--- src/include/pmc_pkg.sv ---
`default_nettype none
package pmc_pkg;
  // register offsets
  localparam logic [7:0] MISC_CFG_ADDR = 8'h17;
  localparam logic [7:0] PROBE_TRIG_ADDR = 8'h18;
  // reset values
  localparam logic [7:0] MISC_CFG_RESET = 8'h80;
  localparam logic [7:0] PROBE_TRIG_RESET = 8'h00;
  // configuration field positions
  localparam int IRQ_OFF_BIT = 7;
  localparam int CAP_OFF_BIT = 6;
  localparam int GRADED_PRIO_BIT = 4;
  localparam int CLASS_ON_CHANGE_BIT = 3;
  localparam int PROBE_ON_CHANGE_BIT = 2;
  // writable configuration bits, others read as zero
  localparam logic [7:0] MISC_CFG_MASK = 8'hdc;
  // probe trigger layout: classify bits high nibble, probe bits low
  localparam int CLASS_LSB = 4;
  localparam int PROBE_LSB = 0;
  localparam int NUM_PORTS = 4;
  // port operating modes
  localparam logic [1:0] MODE_OFF = 2'h0;
  localparam logic [1:0] MODE_MANUAL = 2'h1;
  localparam logic [1:0] MODE_HOST_ASSISTED = 2'h2;
  localparam logic [1:0] MODE_AUTO = 2'h3;

  // register write/read request from the serial front end
  typedef struct packed {
    logic wr;
    logic rd;
    logic [7:0] addr;
    logic [7:0] wdata;
  } pmc_req_t;

  // one result update from a port state machine
  typedef struct packed {
    logic valid;
    logic [3:0] value;
  } pmc_result_t;
endpackage : pmc_pkg
`default_nettype wire

--- src/pmc_misc_probe.sv ---
// What this block does
// - interrupt pin driven only when bit7 clear
// - bit6 clear enables capacitance measurement
// - bit4 selects graded versus single priority
// - bit3 set: classify event only on change
// - bit2 set: probe event only on change
// - trigger high nibble classify, low probe
// - pair 01 probe, 11 probe plus classify
// - host-assisted and auto modes copy bits into enables
// - config read/write; trigger write-only, resets zero
`default_nettype none
module pmc_misc_probe
  import pmc_pkg::*;
(
  // clock and reset
  input wire logic core_clk,
  input wire logic resetn,
  // register access
  input wire pmc_req_t req,
  output logic [7:0] rdata_q,
  // port state machine side
  input wire logic [NUM_PORTS*2-1:0] port_op_mode,
  input wire logic [NUM_PORTS-1:0] probe_started,
  input wire pmc_result_t [NUM_PORTS-1:0] port_classify_result,
  input wire pmc_result_t [NUM_PORTS-1:0] port_probe_result,
  input wire logic irq_pending,
  // configuration, commands and done events
  output logic cap_measure_off,
  output logic graded_priority_sel,
  output logic [NUM_PORTS-1:0] run_probe_q,
  output logic [NUM_PORTS-1:0] run_classify_q,
  output logic [NUM_PORTS-1:0] probe_enable_q,
  output logic [NUM_PORTS-1:0] classify_enable_q,
  output logic [NUM_PORTS-1:0] classify_finish_evt,
  output logic [NUM_PORTS-1:0] probe_finish_evt,
  // interrupt pin, open drain
  output logic irq_out_n,
  output logic irq_oe_n
);

  // ==========================================================
  // configuration register
  // requests come from the serial front end on core_clk as one
  // cycle strobes, so the decode below needs no synchroniser
  logic [7:0] misc_cfg_q;
  logic wr_cfg;
  logic wr_trig;
  // address decode of the two write strobes; writes to any other
  // offset change nothing in this block
  assign wr_cfg = req.wr && (req.addr == MISC_CFG_ADDR);
  assign wr_trig = req.wr && (req.addr == PROBE_TRIG_ADDR);

  // host writable configuration; reserved bits 5, 1 and 0 are
  // stored as zero so that a read-back never shows stale values
  always_ff @(posedge core_clk or negedge resetn) begin
    if (!resetn) begin
      misc_cfg_q <= MISC_CFG_RESET;
    end else if (wr_cfg) begin
      misc_cfg_q <= req.wdata & MISC_CFG_MASK;
    end
  end

  // read data; the trigger register is write-only and reads as
  // zero, as does every unmapped offset
  // rdata_q holds until the next read strobe
  always_ff @(posedge core_clk or negedge resetn) begin
    if (!resetn) begin
      rdata_q <= 8'h00;
    end else if (req.rd) begin
      if (req.addr == MISC_CFG_ADDR) begin
        rdata_q <= misc_cfg_q;
      end else begin
        rdata_q <= 8'h00;
      end
    end
  end

  // configuration outputs registered; they follow the register one
  // cycle late, which the port machines tolerate since these bits
  // are only consulted at the start of a detection or a shutdown
  always_ff @(posedge core_clk or negedge resetn) begin
    if (!resetn) begin
      cap_measure_off <= MISC_CFG_RESET[CAP_OFF_BIT];
      graded_priority_sel <= MISC_CFG_RESET[GRADED_PRIO_BIT];
    end else begin
      cap_measure_off <= misc_cfg_q[CAP_OFF_BIT];
      graded_priority_sel <= misc_cfg_q[GRADED_PRIO_BIT];
    end
  end

  // ==========================================================
  // interrupt pin drive: low when pending and drive enabled
  // the pin is open drain: the value is always low and only the
  // enable moves, so the line is never driven high against other
  // devices sharing its pull-up
  // bit 7 resets to 1, keeping the pin released until the host
  // has set up its handler
  always_ff @(posedge core_clk or negedge resetn) begin
    if (!resetn) begin
      irq_out_n <= 1'b0;
      irq_oe_n <= 1'b1;
    end else begin
      irq_out_n <= 1'b0;
      irq_oe_n <= !(irq_pending && !misc_cfg_q[IRQ_OFF_BIT]);
    end
  end

  // ==========================================================
  // probe trigger decoding per port
  logic [NUM_PORTS-1:0] trig_cls;
  logic [NUM_PORTS-1:0] trig_det;
  logic [NUM_PORTS-1:0] is_manual;
  logic [NUM_PORTS-1:0] is_copy_mode;
  // trigger fields, classify bits above probe bits
  assign trig_cls = req.wdata[CLASS_LSB +: NUM_PORTS];
  assign trig_det = req.wdata[PROBE_LSB +: NUM_PORTS];

  // per-port mode decode; off mode matches neither vector, so a
  // trigger written to a port that is off is dropped
  always_comb begin
    for (int i = 0; i < NUM_PORTS; i++) begin
      is_manual[i] = (port_op_mode[i*2 +: 2] == MODE_MANUAL);
      is_copy_mode[i] = (port_op_mode[i*2 +: 2] == MODE_HOST_ASSISTED) ||
        (port_op_mode[i*2 +: 2] == MODE_AUTO);
    end
  end

  // one-shot requests, held until the port starts the probe
  // a write in the same cycle as the start wins, so a fresh command
  // issued just as the previous one is taken up is never lost
  // pair 10 carries no probe bit and falls through here unused
  always_ff @(posedge core_clk or negedge resetn) begin
    if (!resetn) begin
      run_probe_q <= PROBE_TRIG_RESET[PROBE_LSB +: NUM_PORTS];
      run_classify_q <= PROBE_TRIG_RESET[CLASS_LSB +: NUM_PORTS];
    end else begin
      for (int i = 0; i < NUM_PORTS; i++) begin
        if (wr_trig && is_manual[i] && trig_det[i]) begin
          // 01 probe only, 11 probe and classify; 10 ignored
          run_probe_q[i] <= 1'b1;
          run_classify_q[i] <= trig_cls[i];
        end else if (probe_started[i]) begin
          run_probe_q[i] <= 1'b0;
          run_classify_q[i] <= 1'b0;
        end
      end
    end
  end

  // host-assisted and auto modes: written pair becomes the enable bits
  // the enables hold until the next trigger write in one of these modes; they are not
  // one-shot, since the automatic machine reads them on every pass
  always_ff @(posedge core_clk or negedge resetn) begin
    if (!resetn) begin
      probe_enable_q <= '0;
      classify_enable_q <= '0;
    end else begin
      for (int i = 0; i < NUM_PORTS; i++) begin
        if (wr_trig && is_copy_mode[i]) begin
          probe_enable_q[i] <= trig_det[i];
          classify_enable_q[i] <= trig_cls[i];
        end
      end
    end
  end

  // ==========================================================
  // result tracking and done events
  // last-value registers reset to zero, so in on-change mode a
  // first result of zero raises no event
  // an update and its event sit one cycle apart; the port machine
  // may post a new result every cycle
  logic [NUM_PORTS-1:0][3:0] cls_last_q;
  logic [NUM_PORTS-1:0][3:0] det_last_q;

  // last classification result, compared on the next update
  always_ff @(posedge core_clk or negedge resetn) begin
    if (!resetn) begin
      cls_last_q <= '0;
    end else begin
      for (int i = 0; i < NUM_PORTS; i++) begin
        if (port_classify_result[i].valid) begin
          cls_last_q[i] <= port_classify_result[i].value;
        end
      end
    end
  end

  // last probe result, compared on the next update
  always_ff @(posedge core_clk or negedge resetn) begin
    if (!resetn) begin
      det_last_q <= '0;
    end else begin
      for (int i = 0; i < NUM_PORTS; i++) begin
        if (port_probe_result[i].valid) begin
          det_last_q[i] <= port_probe_result[i].value;
        end
      end
    end
  end

  // done events: one-cycle pulses, on every update or on change only
  always_ff @(posedge core_clk or negedge resetn) begin
    if (!resetn) begin
      classify_finish_evt <= '0;
      probe_finish_evt <= '0;
    end else begin
      for (int i = 0; i < NUM_PORTS; i++) begin
        classify_finish_evt[i] <= port_classify_result[i].valid &&
          (!misc_cfg_q[CLASS_ON_CHANGE_BIT] ||
           port_classify_result[i].value != cls_last_q[i]);
        probe_finish_evt[i] <= port_probe_result[i].valid &&
          (!misc_cfg_q[PROBE_ON_CHANGE_BIT] ||
           port_probe_result[i].value != det_last_q[i]);
      end
    end
  end

endmodule : pmc_misc_probe
`default_nettype wire

--- config.mk ---
export PLATFORM = sky130hd
export DESIGN_NAME = pmc_misc_probe
export DESIGN_NICKNAME = d
export VERILOG_FILES = /design/src/include/pmc_pkg.sv /design/src/pmc_misc_probe.sv
export SDC_FILE = /design/constraint.sdc
export NUM_CORES = 1
export LEC_CHECK = 0
export ABC_AREA = 1
export BUFFER_PORTS_ARGS = -buffer_cell sky130_fd_sc_hd__buf_2
export CAP_MARGIN = 20
export CORE_MARGIN = 5
export CORE_UTILIZATION = 46
export DETAILED_ROUTE_END_ITERATION = 10
export PLACE_DENSITY_LB_ADDON = 0.1
export SLEW_MARGIN = 20
export SYNTH_ARGS = -nofsm -noshare
export SYNTH_HDL_FRONTEND = slang
export SYNTH_SLANG_ARGS = --single-unit
export TNS_END_PERCENT = 5
--- constraint.sdc ---
create_clock -name core_clk -period 0.8 [get_ports core_clk]
set_input_delay 0.12 -clock core_clk [delete_from_list [all_inputs] [get_ports core_clk]]
set_output_delay 0.12 -clock core_clk [all_outputs]
set_load 0.02 [all_outputs]
======== After elaboration in Yosys (flattened, before gate mapping) ========
Cells that the tools add are included.
storage, ports and cells
  register bits after elaboration ......... 72
  input bits .............................. 73
  output and inout port bits .............. 36
  logic and storage cells ................. 109
operators by class
  equality and inequality tests ........... 22
  mux-type cells .......................... 13
  reductions and logical operators ........ 43
operator list
  cell                  count
  $ne A4 B4 Y1          8
  $logic_and A1 B1 Y1   23
  $eq A2 B2 Y1 const B  8
  $eq A8 B5 Y1 const B  2
  $logic_or A1 B1 Y1    12
  $mux W1               12
  $eq A2 B1 Y1 const B  4
  $mux W8               1
  $reduce_bool A2 Y1    4
  $logic_not A1 Y1      4

======== Depth between registers and ports, before layout ========
  depth in word-level cells ............... 5
  depth in mapped cells ................... 7
  depth with buffers taken out ............ 6

======== Worst setup path before layout ========
OpenSTA, ideal clock, no wires.
  path type ............................... input-to-reg
  from .................................... input port req[13] (netlist bit)
  to ...................................... register run_classify_q[0]
  setup time .............................. 0.117 ns
  data arrival time ....................... 0.792 ns
  required time ........................... 0.683 ns
  setup slack ............................. -0.109 ns
  stages on the path ...................... 7
  buffers on the path ..................... 1
  cells stage by stage .................... inv_1 nand2_1 nor2_4 buf_4 nand3_1 nand2_1 nand2_1
between the ends
  word-level cells in the longest chain between the ends .. 5
  elaborated cells between the ends (all ways) .. 6
  classes of those cells .................. 1 x eq/ne; 1 x mux; 4 x reduce/logical
ends and longest elaborated chain
  element                                               line                   text
  start: declaration                                    pmc_misc_probe.sv:19   input wire pmc_req_t req,
  $eq A8 B5 Y1 *                                        pmc_misc_probe.sv:51   assign wr_trig = req.wr && (req.addr == PROBE_TRIG_ADDR);
  $logic_and A1 B1 Y1 *                                 pmc_misc_probe.sv:51
  $logic_and A1 B1 Y1 * (2 in series)                   pmc_misc_probe.sv:138  if (wr_trig && is_manual[i] && trig_det[i]) begin
  $mux W1 / $reduce_bool A2 Y1 (equally long branches)  -
  end signal: assignment                                pmc_misc_probe.sv:135  run_classify_q <= PROBE_TRIG_RESET[CLASS_LSB +: NUM_PORTS];
  end signal: indexed assignment                        pmc_misc_probe.sv:141  run_classify_q[i] <= trig_cls[i];
  end: declaration                                      pmc_misc_probe.sv:31   output logic [NUM_PORTS-1:0] run_classify_q,
Every way passes the cells marked *; elsewhere a longest branch is shown, timed or not.
A chain may end at the register's enable or synchronous reset.

======== Worst setup path after layout ========
  from .................................... register irq_oe_n
  to ...................................... output port irq_oe_n
RTL lines
  element                   line                   text
  start: declaration        pmc_misc_probe.sv:38   output logic irq_oe_n
  start signal: assignment  pmc_misc_probe.sv:104  irq_oe_n <= !(irq_pending && !misc_cfg_q[IRQ_OFF_BIT]);
No word-level cell between the ends.

==> results.py <==
metrics = {
    "setup_path": {
        "required_ns": 0.68,
        "critPathCaptureType": "output pin",
        "crit_slowest_cell": "dfstp_2",
        "cpPeakStageDelay_ns": 0.53,
        "crit_fanout": 1,
        "worstPathCellList": "buf_6",
        "critPathArrivalTime_ns": 0.97,
        "critPathBufInv": 1,
        "critPathKind": "reg2out",
        "crit_family": "flip-flops",
        "start_kind": "flip-flop",
    },
    "timing": {
        "fin_worst_skew_ns": 0.0115,
        "hold_violations": 0,
        "drv_slew": 0,
        "fmax_mhz": 914,
        "fin_crit_sh_pct": 137,
        "fin_crit_ns": 1.09,
        "setup_ws_ns": -0.295,
        "finalSetupViolations": 40,
        "rsz0062_at_grt": "true",
        "hold_ws_ns": 0.0132,
    },
    "synth": {
        "synth_warnings": 0,
        "synth_seq_area_share_pct": 50.9,
        "synthCells": 453,
        "syn_area_um2": 3390,
        "postSynthAreaPerCell_um2": 7.49,
        "ys_ff_latch": 69,
        "synth.distinct_cells": 19,
    },
    "floorplan": {
        "pin_count": 109,
        "die_x_um": 95.9,
        "initial_core_util_pct": 47.1,
        "fp-row-count": 31,
        "die-area_um2": 9200,
        "die_h_um": 95.9,
        "core_area_um2": 7210,
    },
    "cells_and_area": {
        "multi_input_area_um2": 1310,
        "seq_area_um2": 1730,
        "area_growth_pct": 37.7,
        "final_common_cell": "nand2_1",
        "drive_gt1_share_pct": 29.8,
        "layout_common_cells": "nand2_1 (144), buf_2 (90), inv_1 (85)",
        "fillers": 641,
        "antenna_cells": 0,
        "final_nets": 659,
    },
    "run_status": {
        "status": "finished with violations",
        "failed_checks": "negative setup slack",
    },
    "drt": {
        "wl_per_cell_um": 10.8,
        "via_per_inst": 4.50,
        "drcViolationCount": 0,
        "drt-total-wl_mm": 7.44,
        "first_pass_iters": 4,
        "ant_nets": 0,
        "dr.first_iter.drc_count": 71,
        "vias": 3107,
    },
    "global_route": {
        "antenna_found_initial": 0,
        "grt_max_degree": 25,
        "grt_use_total_pct": 17.3,
        "grt_pass1_vias": 3020,
        "grt_pass1_wl_mm": 12.5,
        "grt-ovfl-total": 0,
    },
    "placement": {
        "portBuffers": 104,
        "gp_congestion": 0.761,
        "post-dp-hpwl_mm": 5.90,
    },
    "clocking": {
        "clkTransAtPathRegs_ns": 0.08,
        "cts_tree": "yes",
        "clock_tree.root_cell": "clkbuf_8",
        "clock_sinks": 69,
        "cts_made_buffers": 9,
        "worstSkewPairLatency_ns": 0.34,
        "clockBufferDepth": 2,
        "h-tree-depth": 3,
    },
    "power": {
        "leakage_nw": 2.61,
        "power_density_nw_per_um2": 1730,
        "total_power_mw": 8.10,
        "peakVddDrop_mv": 1.09,
    },
    "worst_hold_path": {
        "hold_path.class": "in2reg",
    },
    "flow_run": {
        "drv_cap": 0,
    },
}
==> cells in the mapped netlist <==
cell type / number / share of area, %
nand2_1: 146 / 16
inv_1: 95 / 11
dfrtp_1: 67 / 49
o21ai_0: 36 / 5.3
nor2_1: 24 / 2.7
nand3_1: 21 / 3.1
nand4_1: 17 / 3.1
clkbuf_1: 9 / 1.0
a21oi_1: 8 / 1.2
buf_4: 7 / 1.5
or2_2: 6 / 1.1
o22ai_1: 5 / 0.92
nand3_2: 3 / 0.88
dfstp_2: 2 / 1.5
nor2_2: 2 / 0.37
o211ai_1: 2 / 0.44
buf_6: 1 / 0.33
conb_1: 1 / 0.11
nor2_4: 1 / 0.33
==> registers in the layout (all words and copies together), names as in the netlist <==
register / cells
run_probe_q: 4
misc_cfg_q: 5
classify_finish_evt: 4
rdata_q: 5
irq_oe_n: 1
run_classify_q: 4
cls_last_q: 16
classify_enable_q: 4
probe_finish_evt: 4
probe_enable_q: 4
graded_priority_sel: 1
cap_measure_off: 1
det_last_q: 16
==> power breakdown <==
| part | internal [mW] | switching (mW) |
|---|---|---|
| combinational | 0.495 | 0.654 |
| sequential | 3.69 | 0.0957 |
| clock | 1.93 | 1.24 |
| total | 6.11 | 1.99 |
==> routing by layer <==
layer  routed length [um]  vias up  global-route usage (%)
met2                 3570       74                    28.5
met3                  459        6                    4.53
met5                    0        -                       0
met4                   96        0                    6.64
li1                     -     1638                       -
met1                 3320     1389                    21.8
==> worst register-to-register path, cell delays in order, from the launching register on <==
cell and delay [ns]:
dfrtp_1 0.38, inv_1 0.08, nand2_1 0.05, nand2_1 0.05
nand3_1 0.08, nor2_1 0.11, nor2_1 0.06
==> per-stage QoR <==
step / utilization, % / setup WS, ns / TNS (ns) / instances / instance area, um^2
2_1_floorplan: - / -0.0319 / -0.174 / 456 / 3500
3_3_place_gp: 58.5 / -0.209 / -4.79 / 661 / 4220
4_1_cts: 64.3 / -0.316 / -7.31 / 690 / 4640
6_report: 64.8 / -0.295 / -6.52 / 690 / 4680
3_5_place_dp: 58.5 / -0.237 / -5.28 / 661 / 4220
5_1_grt: 64.8 / -0.327 / -8.55 / 690 / 4680
==> logic make-up after synthesis <==
| family | after synthesis | share of synthesized area (%) |
|---|---|---|
| simple gates | 220 | 27.7 |
| compound gates | 51 | 7.85 |
| buf+inv | 112 | 13.4 |
| other cells | 1 | 0.110 |
| flops | 69 | 50.9 |
==> what timing repair did <==
item,CTS,global route
hold endpoints to repair,81,0
hold buffers,13,0
gates resized for setup,23,14
cloned,0,0
pin swaps,0,1
setup buffers,0,0
setup endpoints to repair,40,42
==> layout make-up <==
class / instances / share of cell area (%)
multi-input cells: 275 / 28.0
flip-flops and latches: 69 / 37.0
clock inverters: 3 / 1.45
repair buffers: 136 / 19.6
inverters: 95 / 8.00
clock buffers: 13 / 3.40
well taps: 99 / 2.65
==> worst paths after layout <==
kind | start | slack [ns] | depth (start not counted) | to
worst min-delay path | port_classify_result[17] | 0.01 | 3 | cls_last_q[14]
max in group asynchronous | resetn | 0.19 | 3 | det_last_q[9]
worst max register to register | cls_last_q[7] | -0.11 | 6 | classify_finish_evt[1]
worst max-delay path | irq_oe_n | -0.29 | 1 | irq_oe_n
min in group asynchronous | resetn | 0.20 | 2 | cls_last_q[12]
worst min register to register | misc_cfg_q[6] | 0.42 | 0 | cap_measure_off
Note: power is estimated with default switching activity, not from simulation.
